===== src/shared/gate_pkg.sv =====
// constants and types shared by the boolean gate blocks
package gate_pkg;

	// ----------------------------------------
	// input shape
	// ----------------------------------------
	localparam int INPUT_COUNT = 4;
	typedef logic [INPUT_COUNT-1:0] gateIn_t;

	// ----------------------------------------
	// levels given to unused inputs
	// ----------------------------------------
	localparam logic UNUSED_AND_LEVEL = 1'b1;
	localparam logic UNUSED_OR_LEVEL = 1'b0;

	// ----------------------------------------
	// reset values and all-low/all-high input patterns
	// ----------------------------------------
	localparam logic OUT_RESET = 1'b0;
	localparam gateIn_t PREV_RESET = 4'h0;
	localparam gateIn_t ALL_LOW = 4'h0;
	localparam gateIn_t ALL_HIGH = 4'hf;

endpackage : gate_pkg


===== src/rtl/boolean_gate_blocks.sv =====
// four-input and, nand, or, nor and edge-evaluated and/nand gates, one step per program cycle
//
// Notes on behaviour
// the and output is high only when all four conditioned inputs are high.
// the edge and pulses when all inputs are high now and at least one was low last cycle.
// the edge and pulse lasts one program cycle and is low the next before it can return.
// the nand output is low only when all four conditioned inputs are high.
// the edge nand pulses when at least one input is low now and all were high last cycle.
// the edge nand pulse lasts one program cycle and is low at least the next cycle.
// the or output is high when any conditioned input is high.
// the nor output is high only while all conditioned inputs are low.
// unused inputs of the and, nand and both edge gates read as a constant high.
// unused inputs of the or and nor gates read as a constant low.
// each used input can be inverted so the gate sees the complement of its signal.
// gates step only on the program-cycle strobe, and edge history clears on reset.
`timescale 1ns/10ps

module boolean_gate_blocks (
	input wire logic core_clk,
	input wire logic nrst,
	input wire logic cycleStrobe,
	input wire gate_pkg::gateIn_t andIn,
	input wire gate_pkg::gateIn_t andUsed,
	input wire gate_pkg::gateIn_t andInvert,
	input wire gate_pkg::gateIn_t nandIn,
	input wire gate_pkg::gateIn_t nandUsed,
	input wire gate_pkg::gateIn_t nandInvert,
	input wire gate_pkg::gateIn_t orIn,
	input wire gate_pkg::gateIn_t orUsed,
	input wire gate_pkg::gateIn_t orInvert,
	input wire gate_pkg::gateIn_t norIn,
	input wire gate_pkg::gateIn_t norUsed,
	input wire gate_pkg::gateIn_t norInvert,
	input wire gate_pkg::gateIn_t edgeAndIn,
	input wire gate_pkg::gateIn_t edgeAndUsed,
	input wire gate_pkg::gateIn_t edgeAndInvert,
	input wire gate_pkg::gateIn_t edgeNandIn,
	input wire gate_pkg::gateIn_t edgeNandUsed,
	input wire gate_pkg::gateIn_t edgeNandInvert,
	output logic andOut,
	output logic nandOut,
	output logic orOut,
	output logic norOut,
	output logic edgeAndOut,
	output logic edgeNandOut
);

	// ----------------------------------------
	// input conditioning
	// ----------------------------------------
	// inversion applies only to a used input; an unused one takes the fixed level as is
	function automatic gate_pkg::gateIn_t condition(
		input gate_pkg::gateIn_t sig,
		input gate_pkg::gateIn_t used,
		input gate_pkg::gateIn_t invert,
		input logic unusedLevel
	);
		gate_pkg::gateIn_t res;
		res = gate_pkg::ALL_LOW;
		for (int i = 0; i < gate_pkg::INPUT_COUNT; i++) begin
			if (used[i]) begin
				res[i] = sig[i] ^ invert[i];
			end else begin
				res[i] = unusedLevel;
			end
		end
		return res;
	endfunction : condition

	wire gate_pkg::gateIn_t andEff;
	wire gate_pkg::gateIn_t nandEff;
	wire gate_pkg::gateIn_t orEff;
	wire gate_pkg::gateIn_t norEff;
	wire gate_pkg::gateIn_t edgeAndEff;
	wire gate_pkg::gateIn_t edgeNandEff;

	assign andEff = condition(andIn, andUsed, andInvert, gate_pkg::UNUSED_AND_LEVEL);
	assign nandEff = condition(nandIn, nandUsed, nandInvert, gate_pkg::UNUSED_AND_LEVEL);
	assign orEff = condition(orIn, orUsed, orInvert, gate_pkg::UNUSED_OR_LEVEL);
	assign norEff = condition(norIn, norUsed, norInvert, gate_pkg::UNUSED_OR_LEVEL);
	assign edgeAndEff = condition(edgeAndIn, edgeAndUsed, edgeAndInvert,
		gate_pkg::UNUSED_AND_LEVEL);
	assign edgeNandEff = condition(edgeNandIn, edgeNandUsed, edgeNandInvert,
		gate_pkg::UNUSED_AND_LEVEL);

	// ----------------------------------------
	// gate functions
	// ----------------------------------------
	wire logic next_andOut;
	wire logic next_nandOut;
	wire logic next_orOut;
	wire logic next_norOut;
	wire logic next_edgeAndOut;
	wire logic next_edgeNandOut;

	// edge history holds the conditioned inputs seen at the previous strobe
	gate_pkg::gateIn_t edgeAndPrev;
	gate_pkg::gateIn_t edgeNandPrev;

	assign next_andOut = (andEff == gate_pkg::ALL_HIGH);
	assign next_nandOut = (nandEff != gate_pkg::ALL_HIGH);
	assign next_orOut = (orEff != gate_pkg::ALL_LOW);
	assign next_norOut = (norEff == gate_pkg::ALL_LOW);
	// a held condition cannot retrigger, since the history then matches the present inputs
	assign next_edgeAndOut = (edgeAndEff == gate_pkg::ALL_HIGH)
		&& (edgeAndPrev != gate_pkg::ALL_HIGH);
	assign next_edgeNandOut = (edgeNandEff != gate_pkg::ALL_HIGH)
		&& (edgeNandPrev == gate_pkg::ALL_HIGH);

	// ----------------------------------------
	// output and history registers
	// ----------------------------------------
	// outputs hold between strobes, so a pulse lasts exactly one program cycle
	always_ff @(posedge core_clk) begin
		if (!nrst) begin
			andOut <= gate_pkg::OUT_RESET;
			nandOut <= gate_pkg::OUT_RESET;
			orOut <= gate_pkg::OUT_RESET;
			norOut <= gate_pkg::OUT_RESET;
			edgeAndOut <= gate_pkg::OUT_RESET;
			edgeNandOut <= gate_pkg::OUT_RESET;
		end else if (cycleStrobe) begin
			andOut <= next_andOut;
			nandOut <= next_nandOut;
			orOut <= next_orOut;
			norOut <= next_norOut;
			edgeAndOut <= next_edgeAndOut;
			edgeNandOut <= next_edgeNandOut;
		end
	end

	// cleared history makes an all-high first cycle look like an edge, as after power loss
	always_ff @(posedge core_clk) begin
		if (!nrst) begin
			edgeAndPrev <= gate_pkg::PREV_RESET;
			edgeNandPrev <= gate_pkg::PREV_RESET;
		end else if (cycleStrobe) begin
			edgeAndPrev <= edgeAndEff;
			edgeNandPrev <= edgeNandEff;
		end
	end
endmodule : boolean_gate_blocks


===== config.mk =====
export PLATFORM = sky130hd
export DESIGN_NAME = boolean_gate_blocks
export DESIGN_NICKNAME = d
export VERILOG_FILES = /design/src/shared/gate_pkg.sv /design/src/rtl/boolean_gate_blocks.sv
export SDC_FILE = /design/constraint.sdc
export NUM_CORES = 1
export LEC_CHECK = 0
export BUFFER_PORTS_ARGS = -buffer_cell sky130_fd_sc_hd__buf_4
export CAP_MARGIN = 20
export CORE_MARGIN = 2
export CORE_UTILIZATION = 35
export DETAILED_ROUTE_END_ITERATION = 16
export PLACE_DENSITY_LB_ADDON = 0.3
export SKIP_LAST_GASP = 1
export SLEW_MARGIN = 30
export SYNTH_ARGS = -nofsm -noshare
export SYNTH_HDL_FRONTEND = slang
export SYNTH_SLANG_ARGS = --single-unit

===== constraint.sdc =====
create_clock -name core_clk -period 1 [get_ports core_clk]
set_input_delay 0.1 -clock core_clk [delete_from_list [all_inputs] [get_ports core_clk]]
set_output_delay 0.1 -clock core_clk [all_outputs]
set_load 0.05 [all_outputs]

# == Yosys cells after proc, flatten, opt, wreduce, memory -nomap -nowiden ==
# Index checks and enable logic that the tools add are counted.
# word_totals
output_inout_bits,6
in_bits,75
reg_bits,14
wordCells,66
# op_classes
n_eq_ne,6
n_bitwise,24
n_reduce_logical,4
mux,24
# ops
operator,count
2-to-1 mux 1 bit,24
bitwise XOR 1 bit,24
"equality test 4 bit, second input constant",3
"!= test 4 bit, second input constant",3
logical NOT 4 bit,1
nonzero test 4 bit,1
logical AND 1 bit,2

# == Depth between registers and ports, before layout ==
# Gate-level depths: netlist of the first run.
# logic_depth
ltp_word,4
ltp_mapped,5
depth_no_buf,4

# == Worst setup path before layout of the first run ==
# Ideal clock, no wire load.
# synth_timing
path_type,reg-to-reg
start,"reg, netlist name nandOut"
end,reg nandOut
path_slack_ns,0.066
required_ns,0.926
n_path_buf,0
path_stages_with_launch,3
setup_ns,0.074
arrival_time_ns,0.860
cell_sequence,dfxtp_1 o21ai_0 a31oi_1
# synth_lines
element,line_no,source
to (signal assigned),boolean_gate_blocks.sv:117,nandOut <= gate_pkg::OUT_RESET;
to (signal assigned),boolean_gate_blocks.sv:124,nandOut <= next_nandOut;
to (decl),boolean_gate_blocks.sv:41,"output logic nandOut,"

# == Final worst setup path of the first run ==
# layout_timing
start,reg edgeNandOut
end,out edgeNandOut
# layout_lines
element,line_no,source
from (decl),boolean_gate_blocks.sv:45,output logic edgeNandOut
from (signal assigned),boolean_gate_blocks.sv:121,edgeNandOut <= gate_pkg::OUT_RESET;
from (signal assigned),boolean_gate_blocks.sv:128,edgeNandOut <= next_edgeNandOut;
# No word-level cell between the ends.

==> results.rst, run 1 <==
.. list-table::
   :header-rows: 1

   * - Metric
     - Value
   * - Run status
     - completed
   * - Share of synthesized area occupied by flip-flops and latches
     - 33.58%
   * - Worst setup slack after layout
     - 0.05680 ns
   * - Number of antenna violations at the first check in global routing
     - 0
   * - Global-route wire length before repair
     - 3.746 mm
   * - Transition time at the pin with the least slew margin
     - 0.2666 ns
   * - Setup repair bufs after CTS
     - 0
   * - Max cap viols
     - 0
   * - Clock slew seen by the registers of the worst setup and hold paths
     - 0.09 ns
   * - Clock Skews
     - 0.0004763 ns
   * - Place WS
     - 0.05342 ns
   * - Count of endpoints failing setup in the final report
     - 0
   * - Final worst path period need
     - 0.9432 ns
   * - Unique cell type count in the Yosys netlist
     - 15
   * - Overflow left after global routing
     - 0
   * - HP Start
     - edgeNandUsed[1]
   * - Skew-Pair Late Insertion Delay
     - 0.27 ns
   * - Height of the die
     - 52.83 um
   * - Yosys reg bits
     - 14
   * - Drt first pass iters
     - 4
   * - Top delay family on crit path
     - flip-flops
   * - PwrDens
     - 1046 mW/mm2
   * - IO Count
     - 81
   * - Critical Path End Type
     - output pin
   * - Filler cell count in the final layout
     - 195
   * - Total negative slack for setup checks
     - 0 ns
   * - CTS tree
     - built
   * - Max rail drop VDD
     - 0.8063 mV
   * - Remaining max-slew budget at the tightest pin
     - 82.23%
   * - Final count of hold timing violations
     - 0
   * - Via total after detailed routing
     - 1014
   * - Met2 layer wire length in the routed design
     - 1.339 mm
   * - Standard cell with the maximum stage delay on the critical path
     - sky130_fd_sc_hd__dfxtp_1
   * - Number of clock buffers inserted by TritonCTS
     - 3
   * - Cells along the critical path
     - buf_4
   * - Root buffer cell
     - sky130_fd_sc_hd__clkbuf_4
   * - Setup crit start
     - edgeNandOut
   * - Number of standard-cell rows in the floorplan
     - 17
   * - Max incr delay on CP
     - 0.36 ns
   * - Number of port buffers
     - 80
   * - Detailed router's first-iteration violation count
     - 18
   * - Class of the most critical setup path
     - reg2out
   * - Dpl hpwl
     - 2.048 mm
   * - Chip Width
     - 52.83 um
   * - GRT Overall Usage
     - 18.25%
   * - Effective utilization at floorplan
     - 37.37%
   * - Average instance area after synthesis
     - 9.273 um2
   * - Wire length on met1
     - 889 um
   * - Required time at the worst-slack endpoint
     - 0.90 ns
   * - Clock sink total
     - 14
   * - Biggest fanout along the worst timing path
     - 2
   * - Reg-to-reg slack, setup
     - 0.20 ns
   * - Sum of met3 wire segment lengths after detailed routing
     - 185 um
   * - Post-cts resize count
     - 0
   * - DR DRC count
     - 0
   * - Number of global-route vias before repair
     - 956
   * - Inserted Diodes
     - 0
   * - Static leakage power
     - 0.7495 nW
   * - Top routing layer in use
     - met4
   * - Share of final-layout standard cells stronger than drive strength 1
     - 50.58%
   * - Average wire length per cell after detail routing
     - 12.22 um
   * - Critical path launch point type
     - flop
   * - Endpoint arrival time on the critical path
     - 0.84 ns
   * - Share of the cycle needed by the critical path after routing
     - 94.32%
   * - Area growth from synthesis to layout
     - 79.91%
   * - Post-route cell area
     - 0.001501 mm2
   * - Count of pins over their slew limit
     - 0
   * - Per-cell via count in the routed design
     - 5.070
   * - Class of the tightest hold or removal check
     - in2reg
   * - Final ANT Viol Nets
     - 0
   * - Worst path buffer plus inverter count
     - 1
   * - Area of placed instances
     - 0.001465 mm2
   * - Syn Inst Count
     - 90
   * - Final RePlAce weighted congestion
     - 0.7164
   * - Routed Wire Length
     - 2.444 mm
   * - Mapped Area
     - 834.6 um2
   * - Total number of yosys warnings
     - 0
   * - Unrepaired setup endpoints after global routing
     - no
   * - Maximum number of pins on one net before global-route repair
     - 18
   * - Total nets after synthesis
     - 165
   * - Total chip power
     - 1.571 mW
   * - Area of the core
     - 0.002233 mm2
   * - Startpoint of the most critical register-to-register path
     - edgeNandPrev[1]
   * - CTS H-Tree Depth
     - 1
   * - NumNets Final
     - 248
   * - Timing-limited maximum frequency
     - 1060 MHz
   * - Quantity of hold-fixing buffers added after cts
     - 0
   * - Die area
     - 0.002791 mm2
   * - Maximum number of buffers from clock root to sink
     - 2
   * - Core Util, Final
     - 67.23%
[layout make-up]
type,instances,area [um2],share of cell area [%]
Timing Repair Buffer,82,615.6,41.00
Clock buffer,4,36.28,2.417
Sequential cell,14,280.3,18.67
Tap cell,28,35.03,2.333
Multi-Input combinational cell,72,534.3,35.58
[routing by layer]
layer  global-route usage [%]  vias to the layer above
met5                        0                        -
met4                    9.829                        0
met3                    3.429                        4
met2                    35.00                       49
met1                    18.06                      463
li1                         -                      498
[worst paths after layout]
path,depth (start not counted),end
worst min-delay path,3,edgeNandPrev[1]
worst min register to register,2,edgeAndOut
worst max-delay path,1,edgeNandOut
worst max register to register,3,edgeNandOut
[stage by stage]
stage	hold WS (ns)	instances
global placement	0.4054	196
floorplan	0.2383	90
detailed placement	0.4041	196
global route	0.1165	200
CTS	0.1029	200
finish	0.1036	200
[kinds of logic after synthesis]
group           synth area share [%]
xor+xnor                       25.19
flops                          33.58
simple gates                   11.99
compound gates                 26.84
buf+inv                        2.399
[sequential cells by signal, summed over array words and instances (netlist names)]
signal,cells
orOut,1
norOut,1
edgeAndOut,1
nandOut,1
edgeNandPrev,4
andOut,1
edgeNandOut,1
edgeAndPrev,4
[synth_stat cells]
cell	count	area [um2]
sky130_fd_sc_hd__xnor2_1	16	140.1
sky130_fd_sc_hd__dfxtp_1	14	280.3
sky130_fd_sc_hd__nand3_1	11	55.05
sky130_fd_sc_hd__a22oi_1	10	75.07
sky130_fd_sc_hd__o211a_1	8	80.08
sky130_fd_sc_hd__xor2_1	8	70.07
sky130_fd_sc_hd__nand2_1	6	22.52
sky130_fd_sc_hd__buf_2	4	20.02
sky130_fd_sc_hd__o21ai_0	4	20.02
sky130_fd_sc_hd__nand3b_1	3	22.52
sky130_fd_sc_hd__a31oi_1	2	12.51
sky130_fd_sc_hd__a211o_1	1	8.760
sky130_fd_sc_hd__a222oi_1	1	10.01
sky130_fd_sc_hd__a41oi_1	1	8.760
sky130_fd_sc_hd__o21ai_2	1	8.760
[power by group]
part | internal (mW) | switching (mW)
clock | 0.221 | 0.185
sequential | 0.600 | 0.0223
combinational | 0.323 | 0.220
total | 1.14 | 0.427
[cells in the final DEF, fill, tap and decap left out]
cell type / Yosys / routed
sky130_fd_sc_hd__xor2_1: 8 / 8
sky130_fd_sc_hd__a222oi_1: 1 / 1
sky130_fd_sc_hd__o21ai_0: 4 / 4
sky130_fd_sc_hd__buf_4: 0 / 82
sky130_fd_sc_hd__nand2_1: 6 / 6
sky130_fd_sc_hd__nand3b_1: 3 / 3
sky130_fd_sc_hd__clkbuf_8: 0 / 1
sky130_fd_sc_hd__nand3_1: 11 / 11
sky130_fd_sc_hd__clkbuf_4: 0 / 3
sky130_fd_sc_hd__dfxtp_1: 14 / 14
sky130_fd_sc_hd__a22oi_1: 10 / 10
sky130_fd_sc_hd__a41oi_1: 1 / 1
sky130_fd_sc_hd__a31oi_1: 2 / 2
sky130_fd_sc_hd__o211a_1: 8 / 8
sky130_fd_sc_hd__a211o_1: 1 / 1
sky130_fd_sc_hd__o21ai_2: 1 / 1
sky130_fd_sc_hd__xnor2_1: 16 / 16
Note: power is estimated with default switching activity, not from simulation.
==> inputs of run 2 (changes only) <==
SETUP_SLACK_MARGIN = 0.2   (was default)
==> run 2 against run 1 <==
- via count decreased by 0.59%
- final cell count unchanged
- clock-buffer cell count unchanged
- power increased by 3.2%
- utilization increased by 3.4 points
- global-route usage increased by 1.2 points
- setup slack improved by 0.048 ns
- die area unchanged
- fmax increased by 5.3%
- clock power increased by 2%
- routed wire length increased by 1.4%
- largest power group unchanged
==> results.rst, run 2 (synthesis results as in run 1) <==
.. list-table::
   :header-rows: 1

   * - Metric
     - Value
   * - Run status
     - completed (unchanged)
   * - Root buffer cell
     - sky130_fd_sc_hd__clkbuf_4 (unchanged)
   * - Final worst path period need
     - 0.8955 ns (was 0.9432 ns)
   * - Cell-internal power
     - 1.175 mW (was 1.144 mW)
   * - Max rail drop VDD
     - 0.6057 mV (was 0.8063 mV)
   * - Number of cells traversed by the worst hold path
     - 4 (was 3)
   * - Dpl hpwl
     - 2.075 mm (was 2.048 mm)
   * - Height of the die
     - 52.83 um (unchanged)
   * - Chip Width
     - 52.83 um (unchanged)
   * - Static leakage power
     - 0.7664 nW (was 0.7495 nW)
   * - Die area
     - 0.002791 mm2 (unchanged)
   * - Per-cell via count in the routed design
     - 5.040 (was 5.070)
   * - Clock slew seen by the registers of the worst setup and hold paths
     - 0.09 ns (about the same)
   * - NumNets Final
     - 248 (unchanged)
   * - Total negative slack for setup checks
     - 0 ns (unchanged)
   * - Share of final-layout standard cells stronger than drive strength 1
     - 58.14% (was 50.58%)
   * - Number of clock buffers inserted by TritonCTS
     - 3 (unchanged)
   * - Via total after detailed routing
     - 1008 (was 1014)
   * - Endpoint arrival time on the critical path
     - 0.80 ns (was 0.84 ns)
   * - Number of port buffers
     - 80 (unchanged)
   * - Critical Path End Type
     - output pin (unchanged)
   * - Area growth from synthesis to layout
     - 88.91% (was 79.91%)
   * - DR DRC count
     - 0 (unchanged)
   * - Place WS
     - 0.04305 ns (was 0.05342 ns)
   * - Top delay family on crit path
     - flip-flops (unchanged)
   * - Inserted Diodes
     - 0 (unchanged)
   * - PwrDens
     - 1028 mW/mm2 (was 1046 mW/mm2)
   * - CTS H-Tree Depth
     - 1 (unchanged)
   * - Worst path buffer plus inverter count
     - 1 (unchanged)
   * - Filler-free cell count of the finished design
     - 200 (unchanged)
   * - Count of pins over their slew limit
     - 0 (unchanged)
   * - Global-route wire length before repair
     - 3.974 mm (was 3.746 mm)
   * - Remaining max-slew budget at the tightest pin
     - 78.97% (was 82.23%)
   * - HP Start
     - edgeAndUsed[2] (was edgeNandUsed[1])
   * - Final ANT Viol Nets
     - 0 (unchanged)
   * - Timing-limited maximum frequency
     - 1117 MHz (was 1060 MHz)
   * - Share of the cycle needed by the critical path after routing
     - 89.55% (was 94.32%)
   * - Setup crit start
     - edgeNandOut (unchanged)
   * - Overflow left after global routing
     - 0 (unchanged)
   * - Max cap viols
     - 0 (unchanged)
   * - CTS tree
     - built (unchanged)
   * - Drt first pass iters
     - 4 (unchanged)
   * - Number of cell instances on the worst register-to-register path
     - 3 (unchanged)
   * - Average wire length per cell after detail routing
     - 12.39 um (was 12.22 um)
   * - Quantity of hold-fixing buffers added after cts
     - 0 (unchanged)
   * - Critical path launch point type
     - flop (unchanged)
   * - Maximum number of pins on one net before global-route repair
     - 17 (was 18)
   * - End of the worst hold path
     - edgeAndOut (was edgeNandPrev[1])
   * - Number of global-route vias before repair
     - 1048 (was 956)
   * - Core Util, Final
     - 70.59% (was 67.23%)
   * - Part of the power in registers
     - 39.2% (was 39.6%)
   * - Final RePlAce weighted congestion
     - 0.6676 (was 0.7164)
   * - Filler cell count in the final layout
     - 164 (was 195)
   * - Final count of hold timing violations
     - 0 (unchanged)
   * - Clock sink total
     - 14 (unchanged)
   * - GRT Overall Usage
     - 19.43% (was 18.25%)
   * - Net switching power
     - 0.4464 mW (was 0.4267 mW)
   * - Most common cell after layout, fill and taps aside
     - sky130_fd_sc_hd__buf_4 (unchanged)
   * - Reg2Reg Capture Point
     - edgeNandOut (unchanged)
   * - Area of the core
     - 0.002233 mm2 (unchanged)
   * - Required time at the worst-slack endpoint
     - 0.90 ns (about the same)
   * - Area of placed instances
     - 0.001473 mm2 (was 0.001465 mm2)
   * - Clock Skews
     - 0.001131 ns (was 0.0004763 ns)
   * - Reg-to-reg slack, setup
     - 0.21 ns (was 0.20 ns)
   * - IO Count
     - 81 (unchanged)
   * - Unrepaired setup endpoints after global routing
     - yes (was no)
   * - Detailed router's first-iteration violation count
     - 10 (was 18)
   * - Switching power as a share of total power
     - 27.54% (was 27.16%)
   * - Class of the most critical setup path
     - reg2out (unchanged)
   * - Clock network power share
     - 25.7% (was 25.8%)
   * - Max incr delay on CP
     - 0.36 ns (about the same)
   * - Biggest fanout along the worst timing path
     - 2 (unchanged)
   * - Routed Wire Length
     - 2.478 mm (was 2.444 mm)
   * - Top library cells by usage in the layout, fill and taps aside
     - sky130_fd_sc_hd__buf_4, sky130_fd_sc_hd__xnor2_1, sky130_fd_sc_hd__a22oi_1, sky130_fd_sc_hd__dfxtp_2, sky130_fd_sc_hd__nand3_1 (was sky130_fd_sc_hd__buf_4, sky130_fd_sc_hd__xnor2_1, sky130_fd_sc_hd__dfxtp_1, sky130_fd_sc_hd__nand3_1, sky130_fd_sc_hd__a22oi_1)
   * - Startpoint of the most critical register-to-register path
     - edgeNandPrev[3] (was edgeNandPrev[1])
   * - Tightest hold margin
     - 0.07891 ns (was 0.1036 ns)
   * - Portion of total power attributed to combinational logic
     - 35.1% (was 34.6%)
   * - Class of the tightest hold or removal check
     - in2reg (unchanged)
   * - Cells along the critical path
     - buf_8 (was buf_4)
   * - Biggest regs
     - edgeAndPrev x4, edgeNandPrev x4 (unchanged)
   * - Total chip power
     - 1.621 mW (was 1.571 mW)
   * - Number of standard-cell rows in the floorplan
     - 17 (unchanged)
   * - Count of endpoints failing setup in the final report
     - 0 (unchanged)
   * - Worst setup slack after layout
     - 0.1045 ns (was 0.05680 ns)
   * - # placed instances
     - 196 (unchanged)
   * - Skew-Pair Late Insertion Delay
     - 0.29 ns (was 0.27 ns)
   * - Post-route cell area
     - 0.001577 mm2 (was 0.001501 mm2)
   * - Number of antenna violations at the first check in global routing
     - 0 (unchanged)
   * - Maximum number of buffers from clock root to sink
     - 2 (unchanged)
   * - Standard cell with the maximum stage delay on the critical path
     - sky130_fd_sc_hd__dfxtp_2 (was sky130_fd_sc_hd__dfxtp_1)
   * - Transition time at the pin with the least slew margin
     - 0.3155 ns (was 0.2666 ns)
   * - Effective utilization at floorplan
     - 37.37% (unchanged)
-- run 2: layout make-up --
class,instances,area (um2),share of cell area [%]
well taps,28,35.03,2.222
flip-flops and latches,14,292.8,18.57
repair buffers,82,660.6,41.90
multi-input cells,72,551.8,35.00
clock buffers,4,36.28,2.302
-- run 2: worst max-delay path by stage --
stage                        to  slack [ns]  cells past startpoint
global placement     edgeAndOut        0.08                      5
floorplan            edgeAndOut        0.22                      4
CTS                 edgeNandOut        0.11                      1
detailed placement   edgeAndOut        0.04                      5
global route        edgeNandOut        0.08                      1
finish              edgeNandOut        0.10                      1
-- run 2: metal layers --
metal	GRT usage [%]	part of all wire (%)	vias up
li1	-	-	500
met1	19.41	35	456
met2	37.50	55	45
met3	2.286	6.9	7
met4	11.54	2.9	0
met5	0	0	-
-- run 2: timing repair --
| action | in CTS | in global routing |
|---|---|---|
| setup endpoints to repair | 6 | 8 |
| setup buffers | 0 | 0 |
| cloned | 0 | 0 |
| pin swaps | 0 | 2 |
| resized for setup | 11 | 8 |
-- run 2: power by group through the flow --
stage	Combinational [mW]	Clock [mW]	Sequential, mW
floorplan	0.191	0	0.689
global placement	0.531	0	0.635
detailed placement	0.546	0	0.637
CTS	0.566	0.420	0.629
global route	0.615	0.445	0.641
finish	0.569	0.416	0.636
==> inputs of run 3 (changes only) <==
--- a/config.mk
+++ b/config.mk
@@ -13,2 +13,3 @@
 export PLACE_DENSITY_LB_ADDON = 0.3
+export REMOVE_ABC_BUFFERS = 1
 export SETUP_SLACK_MARGIN = 0.2
==> constraint.sdc (replaced) <==
create_clock -name core_clk -period 1 [get_ports core_clk]
set_input_delay 0.05 -clock core_clk [delete_from_list [all_inputs] [get_ports core_clk]]
set_output_delay 0.05 -clock core_clk [all_outputs]
set_load 0.05 [all_outputs]
==> run 3 against run 2 <==
- hold slack lost 0.025 ns
- critical path depth did not move
- clock-buffer cell count decreased by 1
- routed wire length fell by 3.3%
- power decreased by 7.7%
- flip-flop and latch count is the same
- first-iteration DRC count rose by 50%
- via count shrank 3.5%
- utilization down 1.8 points
- largest power group unchanged
- clock power is 27% lower
- register-to-register slack about the same
==> results.rst, run 3 (synthesis results as in run 1) <==
.. list-table::
   :header-rows: 1

   * - Metric
     - Value
   * - Run status
     - completed (unchanged)
   * - Number of global-route vias before repair
     - 981 (was 1048)
   * - Biggest regs
     - edgeAndPrev x4, edgeNandPrev x4 (unchanged)
   * - Quantity of hold-fixing buffers added after cts
     - 0 (unchanged)
   * - Maximum number of buffers from clock root to sink
     - 2 (unchanged)
   * - Maximum number of pins on one net before global-route repair
     - 27 (was 17)
   * - Endpoint arrival time on the critical path
     - 0.77 ns (was 0.80 ns)
   * - Area growth from synthesis to layout
     - 83.96% (was 88.91%)
   * - Transition time at the pin with the least slew margin
     - 0.2960 ns (was 0.3155 ns)
   * - IO Count
     - 81 (unchanged)
   * - Final worst path period need
     - 0.8247 ns (was 0.8955 ns)
   * - Area of the core
     - 0.002233 mm2 (unchanged)
   * - Number of clock buffers inserted by TritonCTS
     - 3 (unchanged)
   * - Average wire length per cell after detail routing
     - 12.16 um (was 12.39 um)
   * - CTS H-Tree Depth
     - 1 (unchanged)
   * - Number of antenna violations at the first check in global routing
     - 0 (unchanged)
   * - Number of cell instances on the worst register-to-register path
     - 3 (unchanged)
   * - Total chip power
     - 1.496 mW (was 1.621 mW)
   * - Tightest hold margin
     - 0.05408 ns (was 0.07891 ns)
   * - Top library cells by usage in the layout, fill and taps aside
     - sky130_fd_sc_hd__buf_4, sky130_fd_sc_hd__xnor2_1, sky130_fd_sc_hd__nand3_1, sky130_fd_sc_hd__a22oi_1 (was sky130_fd_sc_hd__buf_4, sky130_fd_sc_hd__xnor2_1, sky130_fd_sc_hd__a22oi_1, sky130_fd_sc_hd__dfxtp_2, sky130_fd_sc_hd__nand3_1)
   * - Class of the most critical setup path
     - reg2out (unchanged)
   * - Share of the cycle needed by the critical path after routing
     - 82.47% (was 89.55%)
   * - Cell-internal power
     - 1.085 mW (was 1.175 mW)
   * - Total negative slack for setup checks
     - 0 ns (unchanged)
   * - Startpoint of the most critical register-to-register path
     - edgeNandPrev[1] (was edgeNandPrev[3])
   * - Biggest fanout along the worst timing path
     - 2 (unchanged)
   * - Number of port buffers
     - 80 (unchanged)
   * - Standard cell with the maximum stage delay on the critical path
     - sky130_fd_sc_hd__dfxtp_2 (unchanged)
   * - Clock Skews
     - 0.005808 ns (was 0.001131 ns)
   * - Overflow left after global routing
     - 0 (unchanged)
   * - Static leakage power
     - 0.7478 nW (was 0.7664 nW)
   * - Routed Wire Length
     - 2.396 mm (was 2.478 mm)
   * - Number of cells traversed by the worst hold path
     - 4 (unchanged)
   * - Drt first pass iters
     - 4 (unchanged)
   * - PwrDens
     - 974.4 mW/mm2 (was 1028 mW/mm2)
   * - Clock slew seen by the registers of the worst setup and hold paths
     - 0.08 ns (was 0.09 ns)
   * - Portion of total power attributed to combinational logic
     - 37.4% (was 35.1%)
   * - Reg-to-reg slack, setup
     - 0.21 ns (about the same)
   * - Clock network power share
     - 20.2% (was 25.7%)
   * - Switching power as a share of total power
     - 27.47% (was 27.54%)
   * - DR DRC count
     - 0 (unchanged)
   * - Top delay family on crit path
     - flip-flops (unchanged)
   * - Count of endpoints failing setup in the final report
     - 0 (unchanged)
   * - End of the worst hold path
     - andOut (was edgeAndOut)
   * - Root buffer cell
     - sky130_fd_sc_hd__clkbuf_4 (unchanged)
   * - Cells along the critical path
     - buf_8 (unchanged)
   * - Most common cell after layout, fill and taps aside
     - sky130_fd_sc_hd__buf_4 (unchanged)
   * - Dpl hpwl
     - 2.023 mm (was 2.075 mm)
   * - Worst path buffer plus inverter count
     - 1 (unchanged)
   * - CTS tree
     - built (unchanged)
   * - Net switching power
     - 0.4109 mW (was 0.4464 mW)
   * - Count of pins over their slew limit
     - 0 (unchanged)
   * - Critical Path End Type
     - output pin (unchanged)
   * - Share of final-layout standard cells stronger than drive strength 1
     - 55.03% (was 58.14%)
   * - Number of standard-cell rows in the floorplan
     - 17 (unchanged)
   * - Final ANT Viol Nets
     - 0 (unchanged)
   * - Place WS
     - 0.08454 ns (was 0.04305 ns)
   * - Max cap viols
     - 0 (unchanged)
   * - Reg2Reg Capture Point
     - edgeNandOut (unchanged)
   * - Global-route wire length before repair
     - 3.677 mm (was 3.974 mm)
   * - Inserted Diodes
     - 0 (unchanged)
   * - Worst setup slack after layout
     - 0.1753 ns (was 0.1045 ns)
   * - Required time at the worst-slack endpoint
     - 0.95 ns (was 0.90 ns)
   * - Max incr delay on CP
     - 0.35 ns (was 0.36 ns)
   * - Die area
     - 0.002791 mm2 (unchanged)
   * - Skew-Pair Late Insertion Delay
     - 0.28 ns (was 0.29 ns)
   * - Chip Width
     - 52.83 um (unchanged)
   * - Critical path launch point type
     - flop (unchanged)
   * - Part of the power in registers
     - 42.4% (was 39.2%)
   * - Filler cell count in the final layout
     - 186 (was 164)
   * - Clock sink total
     - 14 (unchanged)
   * - Timing-limited maximum frequency
     - 1213 MHz (was 1117 MHz)
   * - Final RePlAce weighted congestion
     - 0.6938 (was 0.6676)
   * - Height of the die
     - 52.83 um (unchanged)
   * - HP Start
     - andUsed[0] (was edgeAndUsed[2])
   * - Final count of hold timing violations
     - 0 (unchanged)
   * - Detailed router's first-iteration violation count
     - 15 (was 10)
   * - Via total after detailed routing
     - 973 (was 1008)
   * - Effective utilization at floorplan
     - 37.37% (unchanged)
   * - GRT Overall Usage
     - 17.67% (was 19.43%)
   * - Remaining max-slew budget at the tightest pin
     - 80.26% (was 78.97%)
   * - Unrepaired setup endpoints after global routing
     - yes (unchanged)
   * - Max rail drop VDD
     - 0.6901 mV (was 0.6057 mV)
   * - Per-cell via count in the routed design
     - 4.939 (was 5.040)
   * - NumNets Final
     - 246 (was 248)
   * - Class of the tightest hold or removal check
     - in2reg (unchanged)
run 3: layout make-up:
class	count	area, um2	share of cell area, %
Timing Repair Buffer	80	645.6	42.05
Clock buffer	3	22.52	1.467
Sequential cell	14	290.3	18.91
Multi-Input combinational cell	72	541.8	35.29
Tap cell	28	35.03	2.282
run 3: how the worst max path moves through the flow:
stage	startpoint	endpoint	cells after the start
floorplan	nandOut	nandOut	2
global placement	edgeAndInvert[1]	edgeAndOut	5
detailed placement	edgeAndIn[1]	edgeAndOut	5
CTS	edgeNandOut	edgeNandOut	1
global route	orOut	orOut	1
finish	edgeAndOut	edgeAndOut	1
run 3: power groups by stage:
stage / Combinational, mW / Sequential (mW) / Clock [mW]
after floorplan: 0.171 / 0.685 / 0
final: 0.559 / 0.634 / 0.302
after CTS: 0.564 / 0.630 / 0.303
after detailed placement: 0.541 / 0.634 / 0
after global placement: 0.522 / 0.632 / 0
after global routing: 0.611 / 0.639 / 0.330
run 3: layer usage:
| layer | track usage, % | up-vias | routed length, um |
|---|---|---|---|
| met2 | 35.83 | 50 | 1390 |
| li1 | - | 495 | - |
| met5 | 0 | - | 0 |
| met3 | 2.571 | 4 | 180 |
| met1 | 17.22 | 424 | 796 |
| met4 | 7.265 | 0 | 29 |
run 3: repair_timing:
item / 4_1_cts / 5_1_grt
resized for setup: 17 / 4
endpoints found under the hold margin: 0 / 0
buffers inserted: 0 / 0
gates cloned: 0 / 0
pin swaps: 0 / 1
endpoints found under the setup margin: 6 / 8
run 3: stage by stage:
| step | cells | utilization, % | area, um2 |
|---|---|---|---|
| after floorplan | 86 | - | 814.5 |
| after detailed placement | 194 | 64.93 | 1450 |
| after CTS | 197 | 68.12 | 1521 |
| after global routing | 197 | 68.74 | 1535 |
| final | 197 | 68.74 | 1535 |
| after global placement | 194 | 64.93 | 1450 |
